`config.mk`:
```
export PLATFORM = sky130hd
export DESIGN_NAME = basu_unit
export DESIGN_NICKNAME = d
export VERILOG_FILES = /design/src/rtl/basu_pkg.sv /design/src/rtl/basu_unit.sv /design/src/rtl/basu_byte_align.sv
export VERILOG_INCLUDE_DIRS = /design/src /design/src/rtl
export SDC_FILE = /design/constraint.sdc
export NUM_CORES = 1
export LEC_CHECK = 0
export BUFFER_PORTS_ARGS = -buffer_cell sky130_fd_sc_hd__buf_2
export CAP_MARGIN = 10
export CORE_UTILIZATION = 30
export CTS_BUF_LIST = sky130_fd_sc_hd__clkbuf_4
export CTS_CLUSTER_SIZE = 25
export DETAILED_ROUTE_END_ITERATION = 8
export PLACE_DENSITY = 0.54
export RECOVER_POWER = 100
export SLEW_MARGIN = 20
export SYNTH_ARGS = -nofsm -noshare
export SYNTH_HDL_FRONTEND = slang
export SYNTH_SLANG_ARGS = --single-unit
```
`constraint.sdc`:
```
create_clock -name clk -period 3.45 [get_ports clk]
set_input_delay 0.5175 -clock clk [delete_from_list [all_inputs] [get_ports clk]]
set_output_delay 0.5175 -clock clk [all_outputs]
set_load 0.01 [all_outputs]
```
`src/rtl/basu_defines.svh`:
```
`ifndef BASU_DEFINES_SVH
`define BASU_DEFINES_SVH

// ----------------------------------------
// Widths
// ----------------------------------------
`define BASU_BYTE_W 8
`define BASU_HALF_W 16
`define BASU_WORD_W 32
`define BASU_OFF_W 2
`define BASU_LANES 4
`define BASU_DIDX_W 3

// ----------------------------------------
// Values and field positions
// ----------------------------------------
`define BASU_HALF_MAX 16'hFFFF
`define BASU_HALF_RST 16'h0000
`define BASU_WORD_RST 32'h0000_0000
`define BASU_DIDX_RST 3'h0
`define BASU_PAIR_R10 1'h0
`define BASU_PAIR_R32 1'h1
`define BASU_LO_LANE_LSB 0
`define BASU_HI_LANE_LSB 16

// ----------------------------------------
// Timing
// ----------------------------------------
`define BASU_RESULT_LAT 1

`endif

```
`src/rtl/basu_pkg.sv`:
```
package basu_pkg;

    // Operation kind, one-hot; also used as the execute-stage state
    typedef enum logic [2:0] {
        BASU_OP_IDLE = 3'b001,
        BASU_OP_SAA = 3'b010,
        BASU_OP_UNPACK = 3'b100
    } basu_op_t;

    typedef logic [15:0] basu_half_t;

endpackage : basu_pkg

```
`src/rtl/basu_unit.sv`:
```
`timescale 1ns/10ps
`include "basu_defines.svh"

// Contract
// RULE1 - Four byte magnitudes add into own halves
// RULE2 - Four running sums in two accumulators' halves
// RULE3 - Half overflow saturates, never wraps
// RULE4 - Sources only pairs R1:0 or R3:2
// RULE5 - Index zero offsets first source pair
// RULE6 - Index one offsets second source pair
// RULE7 - Offset selects bytes off+3 down to off
// RULE8 - Forward: low bytes from lower register
// RULE9 - Reverse: low bytes from higher register
// RULE10 - Suppress parallel misaligned load exceptions
// RULE11 - Operations are 32-bit instructions
// RULE12 - Parallel issue only with 16-bit partners
// RULE13 - Software limits block to 32x32 pixels
// RULE14 - Unpack copies four aligned bytes out
// RULE15 - Unpack offset from index zero only
// RULE16 - Unpack places A,B and C,D lanes
// RULE17 - Unpack zero-extends bytes into half-words
// RULE18 - Unsigned bytes; lanes map to fixed halves
module basu_unit (
    // Clock and reset
    input wire logic clk,
    input wire logic rst_n,
    // Issue from decode
    input wire logic issue_valid,
    input wire basu_pkg::basu_op_t op_kind,
    input wire logic insn_len32,
    input wire logic reverse,
    input wire logic pair_a_sel,
    input wire logic pair_b_sel,
    input wire logic [`BASU_DIDX_W-1:0] dest0_idx,
    input wire logic [`BASU_DIDX_W-1:0] dest1_idx,
    // Parallel slot of the same packet
    input wire logic par_valid,
    input wire logic par_len32,
    // Register file operands
    input wire logic [`BASU_WORD_W-1:0] dreg0,
    input wire logic [`BASU_WORD_W-1:0] dreg1,
    input wire logic [`BASU_WORD_W-1:0] dreg2,
    input wire logic [`BASU_WORD_W-1:0] dreg3,
    input wire logic [`BASU_OFF_W-1:0] align_index_zero,
    input wire logic [`BASU_OFF_W-1:0] align_index_one,
    // Accumulator control
    input wire logic acc_clear,
    // Issue answers
    output logic issue_refused,
    output logic misalign_suppress,
    // Accumulator halves
    output basu_pkg::basu_half_t acc_zero_low_half,
    output basu_pkg::basu_half_t acc_zero_high_half,
    output basu_pkg::basu_half_t acc_one_low_half,
    output basu_pkg::basu_half_t acc_one_high_half,
    // Results: execute state for both operations, then unpack words and indexes
    output logic result_valid,
    output basu_pkg::basu_op_t result_op,
    output logic [`BASU_WORD_W-1:0] unpack_dest0,
    output logic [`BASU_WORD_W-1:0] unpack_dest1,
    output logic [`BASU_DIDX_W-1:0] unpack_dest0_idx,
    output logic [`BASU_DIDX_W-1:0] unpack_dest1_idx
);
    import basu_pkg::*;

    // ----------------------------------------
    // Functions
    // ----------------------------------------
    function automatic logic [`BASU_BYTE_W-1:0] abs_diff(
        input logic [`BASU_BYTE_W-1:0] a,
        input logic [`BASU_BYTE_W-1:0] b
    );
        // Bytes are unsigned, so the larger minus the smaller never borrows
        abs_diff = (a >= b) ? a - b : b - a; // RULE1 RULE18
    endfunction : abs_diff

    function automatic basu_half_t sat_add(
        input basu_half_t acc,
        input logic [`BASU_BYTE_W-1:0] mag
    );
        logic [`BASU_HALF_W:0] sum;
        sum = {1'b0, acc} + {9'h000, mag};
        // Carry out means the half overflowed; pin it at full scale
        sat_add = sum[`BASU_HALF_W] ? `BASU_HALF_MAX : sum[`BASU_HALF_W-1:0]; // RULE3
    endfunction : sat_add

    function automatic logic [`BASU_WORD_W-1:0] pair_word(
        input logic pair_sel,
        input logic hi,
        input logic [`BASU_WORD_W-1:0] r0,
        input logic [`BASU_WORD_W-1:0] r1,
        input logic [`BASU_WORD_W-1:0] r2,
        input logic [`BASU_WORD_W-1:0] r3
    );
        // Only two pairs are encodable, so no other pair can reach the datapath
        case ({pair_sel, hi}) // RULE4
            2'h0: pair_word = r0;
            2'h1: pair_word = r1;
            2'h2: pair_word = r2;
            default: pair_word = r3;
        endcase
    endfunction : pair_word

    // ----------------------------------------
    // Issue acceptance
    // ----------------------------------------
    logic is_known_op;
    logic partner_ok;
    logic accept;
    logic saa_go;
    logic unpack_go;

    assign is_known_op = (op_kind == BASU_OP_SAA) || (op_kind == BASU_OP_UNPACK);
    // A 32-bit partner in the same packet cannot pair with this unit
    assign partner_ok = !(par_valid && par_len32); // RULE12
    assign accept = issue_valid && insn_len32 && partner_ok && is_known_op; // RULE11
    assign saa_go = accept && (op_kind == BASU_OP_SAA);
    assign unpack_go = accept && (op_kind == BASU_OP_UNPACK);
    assign issue_refused = issue_valid && !accept;
    // Parallel loads may be misaligned while this unit executes
    assign misalign_suppress = accept; // RULE10

    // ----------------------------------------
    // Operand alignment
    // ----------------------------------------
    logic [`BASU_WORD_W-1:0] a_lo;
    logic [`BASU_WORD_W-1:0] a_hi;
    logic [`BASU_WORD_W-1:0] b_lo;
    logic [`BASU_WORD_W-1:0] b_hi;
    logic [`BASU_WORD_W-1:0] aligned_a;
    logic [`BASU_WORD_W-1:0] aligned_b;

    assign a_lo = pair_word(pair_a_sel, 1'b0, dreg0, dreg1, dreg2, dreg3);
    assign a_hi = pair_word(pair_a_sel, 1'b1, dreg0, dreg1, dreg2, dreg3);
    assign b_lo = pair_word(pair_b_sel, 1'b0, dreg0, dreg1, dreg2, dreg3);
    assign b_hi = pair_word(pair_b_sel, 1'b1, dreg0, dreg1, dreg2, dreg3);

    // First pair is shared by both operations and always uses index zero
    basu_byte_align u_align_a (
        .lo_word(a_lo),
        .hi_word(a_hi),
        .reverse(reverse),
        .offset(align_index_zero), // RULE5 RULE15
        .aligned(aligned_a)
    );

    basu_byte_align u_align_b (
        .lo_word(b_lo),
        .hi_word(b_hi),
        .reverse(reverse),
        .offset(align_index_one), // RULE6
        .aligned(aligned_b)
    );

    // ----------------------------------------
    // Lane arithmetic
    // ----------------------------------------
    basu_half_t acc_r [`BASU_LANES];
    basu_half_t acc_nxt [`BASU_LANES];
    logic [`BASU_BYTE_W-1:0] lane_mag [`BASU_LANES];

    genvar g;
    generate
        for (g = 0; g < `BASU_LANES; g++) begin : g_lane
            basu_half_t base;
            assign lane_mag[g] = abs_diff(aligned_a[g*`BASU_BYTE_W +: `BASU_BYTE_W],
                                          aligned_b[g*`BASU_BYTE_W +: `BASU_BYTE_W]); // RULE1
            // A clear in the same cycle restarts the sum from zero
            assign base = acc_clear ? `BASU_HALF_RST : acc_r[g];
            assign acc_nxt[g] = sat_add(base, lane_mag[g]); // RULE1 RULE3
        end
    endgenerate

    // ----------------------------------------
    // Accumulator halves
    // ----------------------------------------
    always_ff @(posedge clk or negedge rst_n) begin
        if (!rst_n) begin
            for (int i = 0; i < `BASU_LANES; i++) begin
                acc_r[i] <= `BASU_HALF_RST;
            end
        end else if (saa_go) begin
            for (int i = 0; i < `BASU_LANES; i++) begin
                acc_r[i] <= acc_nxt[i]; // RULE2
            end
        end else if (acc_clear) begin
            for (int i = 0; i < `BASU_LANES; i++) begin
                acc_r[i] <= `BASU_HALF_RST;
            end
        end
    end

    // Lane 0..3 map to zero low, zero high, one low, one high
    assign acc_zero_low_half = acc_r[0]; // RULE18
    assign acc_zero_high_half = acc_r[1];
    assign acc_one_low_half = acc_r[2];
    assign acc_one_high_half = acc_r[3];

    // ----------------------------------------
    // Unpack results
    // ----------------------------------------
    logic [`BASU_WORD_W-1:0] dest0_nxt;
    logic [`BASU_WORD_W-1:0] dest1_nxt;
    logic [`BASU_WORD_W-1:0] dest0_r;
    logic [`BASU_WORD_W-1:0] dest1_r;
    logic [`BASU_DIDX_W-1:0] dest0_idx_r;
    logic [`BASU_DIDX_W-1:0] dest1_idx_r;

    // Upper byte of each half-word is zero, so lanes read as unsigned
    assign dest0_nxt = {8'h00, aligned_a[15:8], 8'h00, aligned_a[7:0]}; // RULE16 RULE17
    assign dest1_nxt = {8'h00, aligned_a[31:24], 8'h00, aligned_a[23:16]}; // RULE16 RULE17

    always_ff @(posedge clk or negedge rst_n) begin
        if (!rst_n) begin
            dest0_r <= `BASU_WORD_RST;
            dest1_r <= `BASU_WORD_RST;
            dest0_idx_r <= `BASU_DIDX_RST;
            dest1_idx_r <= `BASU_DIDX_RST;
        end else if (unpack_go) begin
            dest0_r <= dest0_nxt; // RULE14
            dest1_r <= dest1_nxt;
            dest0_idx_r <= dest0_idx;
            dest1_idx_r <= dest1_idx;
        end
    end

    assign unpack_dest0 = dest0_r;
    assign unpack_dest1 = dest1_r;
    assign unpack_dest0_idx = dest0_idx_r;
    assign unpack_dest1_idx = dest1_idx_r;

    // ----------------------------------------
    // Execute state
    // ----------------------------------------
    basu_op_t exec_r;
    basu_op_t exec_nxt;

    always_comb begin
        case ({saa_go, unpack_go})
            2'b10: exec_nxt = BASU_OP_SAA;
            2'b01: exec_nxt = BASU_OP_UNPACK;
            default: exec_nxt = BASU_OP_IDLE;
        endcase
    end

    always_ff @(posedge clk or negedge rst_n) begin
        if (!rst_n) begin
            exec_r <= BASU_OP_IDLE;
        end else begin
            exec_r <= exec_nxt;
        end
    end

    assign result_valid = (exec_r != BASU_OP_IDLE);
    assign result_op = exec_r;
endmodule : basu_unit

```
`src/rtl/basu_byte_align.sv`:
```
`timescale 1ns/10ps
`include "basu_defines.svh"

module basu_byte_align #(
    parameter int WORD_W = `BASU_WORD_W,
    parameter int OFF_W = `BASU_OFF_W
) (
    // Source pair
    input wire logic [WORD_W-1:0] lo_word,
    input wire logic [WORD_W-1:0] hi_word,
    // Options
    input wire logic reverse,
    input wire logic [OFF_W-1:0] offset,
    // Result
    output logic [WORD_W-1:0] aligned
);
    import basu_pkg::*;

    logic [2*WORD_W-1:0] pair_bytes;

    // ----------------------------------------
    // Pair order and byte window
    // ----------------------------------------
    // Reverse swaps the two words so the high register feeds the low bytes
    assign pair_bytes = reverse ? {lo_word, hi_word} : {hi_word, lo_word}; // RULE8 RULE9
    // Window of four bytes starting at the offset byte
    assign aligned = pair_bytes[offset*`BASU_BYTE_W +: WORD_W]; // RULE7

endmodule : basu_byte_align

```
==> impl_results.rst, run 1 <==
.. list-table::
   :header-rows: 1

   * - Metric
     - Value
   * - Number of global-route vias before repair
     - 14,518
   * - Dominant cell type by count on the critical path
     - sky130_fd_sc_hd__mux4_2
   * - TritonCTS buffer count
     - 9
   * - Share of the yosys chip area belonging to registers
     - 19.3%
   * - Number of enable-type register cells in the synthesized netlist
     - 0
   * - Area of the multi-input gates
     - 11,800 um2
   * - Number of setup violations in the final report
     - 64
   * - Initial DRC count
     - 861
   * - Core area
     - 44,500 um2
   * - Latest clock arrival within the worst-skew pair
     - 0.54 ns
   * - Status
     - finished with violations
   * - Largest stage delay on the critical path
     - 0.54 ns
   * - Synth Flop Type
     - sky130_fd_sc_hd__dfrtp_1
   * - Die boundary width
     - 215 um
   * - Type of destination of the critical path
     - flip-flop
   * - Max-slew violation count
     - 0
   * - Top Family by Delay on Critical Path
     - compound AO/OA/AOI/OAI gates
   * - Vert. Die Dim
     - 215 um
   * - Layout Area Growth over Synthesis
     - 54.1%
   * - Fmax achieved
     - 0.204 GHz
   * - First-pass iteration count of the detailed router
     - 5
   * - Level count of the clock H-tree
     - 3
   * - Post-place instance area
     - 18,700 um2
   * - Synth async-reset ratio
     - 100%
   * - Final Routed Wirelength
     - 53.0 mm
   * - Buffers & Inverters on Critical Path
     - 3
   * - Die Area
     - 46,300 um2
   * - Worst setup slack before clock tree synthesis
     - -2.42 ns
   * - Buffer type at the clock tree root
     - sky130_fd_sc_hd__clkbuf_4
   * - Number of distinct library cells after synthesis
     - 89
   * - Worst vdd ir
     - 0.197 mV
   * - Power per standard cell area
     - 376 nW/um2
   * - Layout cells sized above 1
     - 50.4%
   * - Worst-path fanout max
     - 8
   * - Register area
     - 2630 um2
   * - First-pass GRT wire length
     - 81.5 mm
   * - Headroom to the max-slew limit
     - 4.98%
   * - Rows
     - 77
   * - Smallest hold slack
     - 0.178 ns
   * - Required @ worst endpoint
     - 3.89 ns
   * - Share of the clock period used by the worst path after layout
     - 142%
   * - Most frequent cells in the layout
     - sky130_fd_sc_hd__buf_4, sky130_fd_sc_hd__buf_2, sky130_fd_sc_hd__nand2_1, sky130_fd_sc_hd__dfrtp_1, sky130_fd_sc_hd__nor2_1
   * - Synth Area per Inst
     - 8.47 um2
   * - Flop and latch count out of synthesis
     - 105
   * - Antenna violations before repair
     - 4
   * - Final GP Congestion
     - 0.927
   * - Setup crit start kind
     - primary input
   * - CTS tree
     - built
   * - Max Cap Violations
     - 0
   * - Setup repair after global routing missed its margin
     - yes
   * - Detailed-route via count
     - 14,697
   * - Leakage power of the design
     - 9.98 nW
   * - Final-layout fill cell count
     - 4,316
   * - Netlist area before placement
     - 13,600 um2
   * - Antenna viol nets, final
     - 0
   * - Min cycle time layout
     - 4.89 ns
   * - Ys Warns
     - 0
   * - Number of nets in the final layout
     - 2,527
   * - Skew final
     - 0.0314 ns
   * - Largest net degree at the start of global routing
     - 58
   * - Standard cell with the maximum stage delay on the critical path
     - sky130_fd_sc_hd__mux4_2
   * - Starting utilization of the core area
     - 30.6%
   * - Global-route congestion overflow total
     - 0
   * - Ports
     - 291
   * - CTS Sinks
     - 105
   * - Worst min path class
     - in2reg
   * - Avg Vias per Cell
     - 5.12
   * - Count of endpoints failing hold in the final timing report
     - 0
   * - DRC violations left
     - 0
   * - Final total negative setup slack
     - -81.31 ns
   * - CP Class
     - in2reg
   * - Post-DP HPWL
     - 42.3 mm
   * - Slack of the critical path
     - -1.44 ns
   * - Slew at the pin closest to its max-slew limit
     - 1.43 ns
   * - Most frequent standard cell in the layout excluding fill and tap cells
     - sky130_fd_sc_hd__buf_4
   * - Gate Count Post-Synth
     - 1,607
   * - Average detailed-routed wire length per instance
     - 18.5 um
   * - Post-CTS clock slew at the launch and capture registers of the worst setup and hold paths
     - 0.17 ns
   * - Arrival @ worst endpoint
     - 5.33 ns
   * - Critical Path, Cell by Cell
     - buf_16, mux4_2, mux4_2, inv_2, ha_4, inv_4, fa_2, a21o_1, a2111oi_4, o21ai_4, a311o_1, and2_4, xor2_2, ha_2, o21a_1, nor2_4, o41a_1, nor2_2, a41oi_2, a311oi_2
   * - Total global routing track utilization
     - 22.2%
   * - Failing checks
     - setup timing
   * - Design area
     - 21,000 um2
   * - Max Buffers Root-to-Sink
     - 2
   * - Count of input and output buffers
     - 258
repair_timing:
| item | in CTS | in global routing |
|---|---|---|
| setup endpoints to repair | 64 | 64 |
| hold endpoints to repair | 27 | 0 |
| cloned | 3 | 0 |
| hold buffers | 1 | 0 |
| buffers inserted | 53 | 38 |
| gates resized for setup | 204 | 132 |
| pin swaps | 62 | 76 |
path summary, 6_finish.rpt:
| path | startpoint | end | slack, ns | cells past startpoint |
|---|---|---|---|---|
| setup / recovery | pair_a_sel | acc_one_low_half[15]$_DFFE_PN0P_ | -1.44 | 20 |
| hold / removal | dest0_idx[2] | unpack_dest0_idx[2]$_DFFE_PN0P_ | 0.18 | 3 |
| setup reg to reg | acc_one_high_half[0]$_DFFE_PN0P_ | acc_one_high_half[1]$_DFFE_PN0P_ | 0.83 | 9 |
| hold reg to reg | unpack_dest1_idx[2]$_DFFE_PN0P_ | unpack_dest1_idx[2]$_DFFE_PN0P_ | 0.49 | 2 |
| max in group asynchronous | rst_n | acc_zero_low_half[5]$_DFFE_PN0P_ | 0.61 | 3 |
| min in group asynchronous | rst_n | acc_one_high_half[13]$_DFFE_PN0P_ | 0.79 | 2 |
worst reg2reg max path, stage by stage (launching register included):
cell and delay, ns:
sky130_fd_sc_hd__dfrtp_1 0.43, sky130_fd_sc_hd__nor2b_1 0.16, sky130_fd_sc_hd__ha_1 0.25, sky130_fd_sc_hd__fa_2 0.41
sky130_fd_sc_hd__a21o_1 0.20, sky130_fd_sc_hd__a21oi_4 0.19, sky130_fd_sc_hd__o21bai_4 0.11, sky130_fd_sc_hd__a2111oi_4 0.42
sky130_fd_sc_hd__o21ai_4 0.15, sky130_fd_sc_hd__o22a_1 0.21
metal layers:
metal  part of all wire (%)  global-route usage, %
met5                  0.051                      0
met4                    2.4                   5.96
met3                    4.9                   2.96
met2                     47                   36.6
met1                     46                   30.4
cell type report:
cell class / count / area share [%]
diodes: 3 / 0.0358
clock buffers: 10 / 0.358
clock inverters: 6 / 0.197
inverters: 90 / 1.65
multi-input cells: 1315 / 56.0
flip-flops and latches: 105 / 12.5
well taps: 592 / 3.53
repair buffers: 749 / 25.7
sequential cells by signal, indices dropped and copies added, names as in the netlist:
| signal | flops |
|---|---|
| acc_one_high_half | 16 |
| result_op | 3 |
| acc_zero_high_half | 16 |
| acc_zero_low_half | 16 |
| acc_one_low_half | 16 |
| unpack_dest0_idx | 3 |
| unpack_dest1_idx | 3 |
| unpack_dest0 | 16 |
| unpack_dest1 | 16 |
cell families after synthesis:
family                     share of synthesized area, %
muxes                                              21.8
other                                            0.0275
DFF                                                19.3
xor gates and xnor gates                           3.60
adders and majority gates                          10.4
buffers and inverters                              7.62
AOI/OAI and AO/OA                                  20.3
and+or+nand+nor                                    17.0
report_power, final:
part	switching (W)	internal [W]	leakage (nW)
logic	0.00286	0.00296	8.51
clock network	0.000479	0.000157	0.0609
registers	0.0000717	0.00136	1.41
total	0.00341	0.00448	9.98
Yosys cell counts, types with 13 or more instances:
master / count / area share [%]
sky130_fd_sc_hd__mux2_2: 73 / 6.0
sky130_fd_sc_hd__a31oi_1: 15 / 0.69
sky130_fd_sc_hd__inv_1: 85 / 2.3
sky130_fd_sc_hd__mux4_2: 54 / 8.9
sky130_fd_sc_hd__mux2i_1: 84 / 6.2
sky130_fd_sc_hd__dfrtp_1: 104 / 19
sky130_fd_sc_hd__buf_2: 21 / 0.77
sky130_fd_sc_hd__o21a_1: 42 / 2.3
sky130_fd_sc_hd__clkbuf_1: 48 / 1.3
sky130_fd_sc_hd__nor2_1: 84 / 2.3
sky130_fd_sc_hd__buf_4: 41 / 2.3
sky130_fd_sc_hd__a21oi_1: 84 / 3.1
sky130_fd_sc_hd__nor2b_1: 44 / 2.0
sky130_fd_sc_hd__xor2_1: 13 / 0.84
sky130_fd_sc_hd__o211ai_1: 38 / 2.1
sky130_fd_sc_hd__nor3_1: 29 / 1.1
sky130_fd_sc_hd__xnor2_1: 43 / 2.8
sky130_fd_sc_hd__a21o_1: 18 / 0.99
sky130_fd_sc_hd__nand3_1: 26 / 0.96
sky130_fd_sc_hd__nor4_1: 15 / 0.69
sky130_fd_sc_hd__ha_1: 94 / 8.6
sky130_fd_sc_hd__o21ai_0: 116 / 4.3
sky130_fd_sc_hd__nand2_1: 217 / 6.0
per-stage QoR:
step	total power (W)	cells	utilization, %
after CTS	0.00749	2834	45.2
after global routing	0.00848	2869	47.1
after detailed placement	0.00636	2762	41.9
final	0.00789	2870	47.2
after floorplan	0.00434	1638	-
after global placement	0.00630	2762	41.9
No activity file was read; power rests on OpenSTA's default activity.
==> run 2, diff against run 1 <==
--- a/config.mk
+++ b/config.mk
@@ -6,13 +6,13 @@
 export SDC_FILE = /design/constraint.sdc
 export NUM_CORES = 1
 export LEC_CHECK = 0
+export ABC_AREA = 1
 export BUFFER_PORTS_ARGS = -buffer_cell sky130_fd_sc_hd__buf_2
 export CAP_MARGIN = 10
 export CORE_UTILIZATION = 30
 export CTS_BUF_LIST = sky130_fd_sc_hd__clkbuf_4
 export CTS_CLUSTER_SIZE = 25
 export DETAILED_ROUTE_END_ITERATION = 8
-export PLACE_DENSITY = 0.54
 export RECOVER_POWER = 100
 export SLEW_MARGIN = 20
 export SYNTH_ARGS = -nofsm -noshare
==> run 2 against run 1 <==
Against the previous run: the flow finishes with violations (capacitance limit, slew limit); synthesized cell count grew 70%; via count rose by 29%; critical path depth is 8 higher; area after synthesis rose by 12%; worst hold slack got worse by 0.070 ns; combinational power shrank 9.1%; flip-flop and latch count unchanged; routed wire length is 13% higher; power shrank 5.6%; clock skew fell by 0.014 ns; critical endpoint is now acc_zero_high_half[6]$_DFFE_PN0P_; largest cell class unchanged.
==> impl_results.rst, run 2 <==
.. list-table::
   :header-rows: 1

   * - Metric
     - Value
   * - Status
     - finished with violations
   * - Failing checks
     - capacitance limit, slew limit
   * - Cell types occupying the most area after synthesis
     - sky130_fd_sc_hd__nand2_1, sky130_fd_sc_hd__nand3_1, sky130_fd_sc_hd__dfrtp_1, sky130_fd_sc_hd__inv_1, sky130_fd_sc_hd__ha_1
   * - Total global routing track utilization
     - 22.1% (-0.15 points)
   * - Share of the yosys chip area belonging to registers
     - 17.2% (-2.1 points)
   * - Leakage power of the design
     - 11.6 nW (+16%)
   * - Smallest hold slack
     - 0.107 ns (-0.0704 ns)
   * - Buffer type at the clock tree root
     - sky130_fd_sc_hd__clkbuf_4
   * - Worst min path class
     - in2reg
   * - Ports
     - 291 (unchanged)
   * - Most instantiated library cell after synthesis
     - sky130_fd_sc_hd__nand2_1
   * - Average detailed-routed wire length per instance
     - 15.3 um (-17%)
   * - Top Family by Delay on Critical Path
     - simple AND/OR/NAND/NOR gates
   * - Startpoint of the most critical setup path
     - pair_b_sel
   * - Worst vdd ir
     - 0.239 mV (+21%)
   * - Number of distinct library cells after synthesis
     - 44 (-51%)
   * - Synth async-reset ratio
     - 100% (unchanged)
   * - Internal power component
     - 0.00385 W (-14%)
   * - Share of the clock period used by the worst path after layout
     - 97.8% (-44 points)
   * - Count of input and output buffers
     - 258 (unchanged)
   * - Switching share of total power
     - 48.3% (+5.1 points)
   * - Capture instance of the worst register-to-register path
     - acc_one_low_half[4]$_DFFE_PN0P_
   * - Layout Area Growth over Synthesis
     - 40.9%
   * - Most numerous cell types in the synthesized netlist
     - sky130_fd_sc_hd__nand2_1, sky130_fd_sc_hd__nand3_1, sky130_fd_sc_hd__inv_1, sky130_fd_sc_hd__nor2_1, sky130_fd_sc_hd__dfrtp_1
   * - Core area
     - 50,200 um2 (+13%)
   * - Buffers & Inverters on Critical Path
     - 6 (+3)
   * - Hold Startpoint
     - dest1_idx[2]
   * - Largest stage delay on the critical path
     - 0.42 ns (-0.12 ns)
   * - Antenna violations before repair
     - 1 (-3)
   * - Vert. Die Dim
     - 227 um (+5.7%)
   * - Max Buffers Root-to-Sink
     - 2 (unchanged)
   * - Fmax achieved
     - 0.296 GHz (+45%)
   * - First-pass iteration count of the detailed router
     - 6 (+1)
   * - TritonCTS buffer count
     - 9 (unchanged)
   * - Number of nets in the final layout
     - 3,478 (+38%)
   * - Avg Vias per Cell
     - 4.87 (-4.9%)
   * - Slack of the critical path
     - 0.0759 ns (+1.52 ns)
   * - Most frequent standard cell in the layout excluding fill and tap cells
     - sky130_fd_sc_hd__nand2_1
   * - Level count of the clock H-tree
     - 3 (unchanged)
   * - Library cell with the largest summed area after synthesis
     - sky130_fd_sc_hd__nand2_1
   * - Number of setup violations in the final report
     - 0 (-100%)
   * - Standard cell with the maximum stage delay on the critical path
     - sky130_fd_sc_hd__fa_2
   * - Setup crit start kind
     - primary input
   * - Part of the total power dissipated in sequential elements
     - 19.2% (+1.1 points)
   * - Worst setup slack before clock tree synthesis
     - -0.712 ns (+1.70 ns)
   * - Number of global-route vias before repair
     - 17,180 (+18%)
   * - Netlist area before placement
     - 15,200 um2 (+12%)
   * - Final total power
     - 0.00745 W (-5.6%)
   * - Post-CTS clock slew at the launch and capture registers of the worst setup and hold paths
     - 0.20 ns (+0.03 ns)
   * - Arrival @ worst endpoint
     - 3.88 ns (-1.45 ns)
   * - First-pass GRT wire length
     - 89.8 mm (+10%)
   * - Number of enable-type register cells in the synthesized netlist
     - 0 (unchanged)
   * - Critical path destination
     - acc_zero_high_half[6]$_DFFE_PN0P_
   * - Rows
     - 82 (+6.5%)
   * - Source of the worst register-to-register timing path
     - acc_one_low_half[0]$_DFFE_PN0P_
   * - Latest clock arrival within the worst-skew pair
     - 0.60 ns (+0.06 ns)
   * - Slew at the pin closest to its max-slew limit
     - 2.46 ns (+1.04 ns)
   * - Area share of the largest cell type after synthesis
     - 25.6% (+6.5 points)
   * - Dominant cell type by count on the critical path
     - sky130_fd_sc_hd__nand2_1
   * - Filler-free cell count of the finished design
     - 3,899 (+36%)
   * - Synth Flop Type
     - sky130_fd_sc_hd__dfrtp_1
   * - Headroom to the max-slew limit
     - -64.2% (-69 points)
   * - Antenna viol nets, final
     - 0 (unchanged)
   * - Layout cells sized above 1
     - 27.2% (-23 points)
   * - Initial DRC count
     - 1,255 (+46%)
   * - CP Class
     - in2reg
   * - Final GP Congestion
     - 0.974 (+5.0%)
   * - Max-slew violation count
     - 163 (+163)
   * - Gate Count Post-Synth
     - 2,726 (+70%)
   * - Max Cap Violations
     - 4 (+4)
   * - Final Core Density
     - 42.8% (-4.4 points)
   * - CTS Sinks
     - 105 (unchanged)
   * - DRC violations left
     - 0 (unchanged)
   * - Skew final
     - 0.0177 ns (-0.0137 ns)
   * - R2R cell count
     - 12 (+3)
   * - Power per standard cell area
     - 347 nW/um2 (-7.7%)
   * - Final Routed Wirelength
     - 59.6 mm (+13%)
   * - Min cycle time layout
     - 3.37 ns (-1.52 ns)
   * - CTS tree
     - built
   * - Count of endpoints failing hold in the final timing report
     - 0 (unchanged)
   * - Post-DP HPWL
     - 47.2 mm (+11%)
   * - Largest net degree at the start of global routing
     - 59 (+1.7%)
   * - Starting utilization of the core area
     - 30.4% (-0.22 points)
   * - Required @ worst endpoint
     - 3.96 ns (+0.07 ns)
   * - Detailed-route via count
     - 18,984 (+29%)
   * - Type of destination of the critical path
     - flip-flop
   * - Die Area
     - 51,700 um2 (+12%)
   * - Global-route congestion overflow total
     - 0 (unchanged)
   * - Share of power burned in combinational logic
     - 71.0% (-2.8 points)
   * - Number of logic stages on the critical path including buffering
     - 28 (+40%)
   * - Flop and latch count out of synthesis
     - 105 (unchanged)
   * - Placed cell count
     - 3,853 (+40%)
   * - Die boundary width
     - 227 um (+5.7%)
   * - Setup slack of the most critical reg-to-reg path
     - 1.46 ns (+0.63 ns)
   * - Net switching power
     - 0.00360 W (+5.6%)
   * - Worst-path fanout max
     - 13 (+5)
   * - Most frequent cells in the layout
     - sky130_fd_sc_hd__nand2_1, sky130_fd_sc_hd__nand3_1, sky130_fd_sc_hd__inv_1, sky130_fd_sc_hd__buf_4, sky130_fd_sc_hd__nor2_1
   * - Clock share of power
     - 9.7% (+1.6 points)
   * - Synth Area per Inst
     - 5.59 um2 (-34%)
   * - Ys Warns
     - 0 (unchanged)
-- run 2: per-stage QoR --
step,setup TNS (ns),instance area [um2]
2_1_floorplan,-3.12,16000
3_3_place_gp,-37.56,19900
3_5_place_dp,-40.14,19900
4_1_cts,0,20100
5_1_grt,-0.572,21500
6_report,0,21500
-- run 2: layer usage --
metal	global-route usage (%)	share of wire [%]	routed length, um	vias up
li1	-	-	-	9577
met1	29.4	44	26200	8630
met2	36.4	46	27400	674
met3	3.70	7.0	4170	103
met4	6.17	3.0	1800	0
met5	0	0	0	-
-- run 2: timing repair --
item,in CTS,in global routing
hold buffers,1,0
setup endpoints to repair,5,64
gates resized for setup,2,292
endpoints found under the hold margin,50,0
cloned,0,14
buffers inserted,0,14
pin swaps,0,88
-- run 2: power groups by stage --
stage	registers (W)	clock network (W)	logic [W]
4_1_cts	0.00143	0.000759	0.00479
3_5_place_dp	0.00145	0	0.00476
2_1_floorplan	0.00150	0	0.00293
6_report	0.00143	0.000725	0.00529
3_3_place_gp	0.00145	0	0.00476
5_1_grt	0.00145	0.000797	0.00589
-- run 2: worst min path at each step --
stage | end | slack, ns | depth (start not counted)
floorplan | acc_one_high_half[0]$_DFFE_PN0P_ | 0.22 | 0
global placement | unpack_dest0[1]$_DFFE_PN0P_ | 0.46 | 2
detailed placement | unpack_dest1[2]$_DFFE_PN0P_ | 0.46 | 2
CTS | unpack_dest1_idx[2]$_DFFE_PN0P_ | 0.06 | 3
global route | unpack_dest0_idx[0]$_DFFE_PN0P_ | 0.08 | 3
finish | unpack_dest1_idx[2]$_DFFE_PN0P_ | 0.11 | 3
-- run 2: cell families (layout without fill, tap and decap cells) --
logic type,Yosys count,after routing,synth area share (%)
AND/OR/NAND/NOR,1808,1812,50.4
buffers and inverters,491,956,14.0
AO/OA/AOI/OAI,169,169,6.40
adder cells (fa/ha/maj),106,106,9.29
flip-flops,105,105,17.2
XOR/XNOR,46,46,2.64
other,1,33,0.0246
-- run 2: layout make-up --
| class | instances | area (um2) |
|---|---|---|
| repair buffers | 603 | 4220 |
| repair inverters | 1 | 8.76 |
| clock buffers | 9 | 67.6 |
| flip-flops and latches | 105 | 2630 |
| inverters | 336 | 1290 |
| multi-input cells | 2165 | 12300 |
| well taps | 672 | 841 |
| fillers | 5359 | 28700 |
| diodes | 1 | 2.50 |
| clock inverters | 7 | 85.1 |
-- run 2: worst register-to-register path, cell delays in order (launching register included) --
cell	delay [ns]
sky130_fd_sc_hd__dfrtp_1	0.45
sky130_fd_sc_hd__inv_1	0.06
sky130_fd_sc_hd__nor2_1	0.05
sky130_fd_sc_hd__ha_1	0.26
sky130_fd_sc_hd__fa_2	0.40
sky130_fd_sc_hd__nand2_1	0.08
sky130_fd_sc_hd__nand3_2	0.08
sky130_fd_sc_hd__buf_4	0.15
sky130_fd_sc_hd__nand2_1	0.06
sky130_fd_sc_hd__xor2_1	0.14
sky130_fd_sc_hd__nand2_1	0.06
sky130_fd_sc_hd__nand2_1	0.05
sky130_fd_sc_hd__o21ai_1	0.05
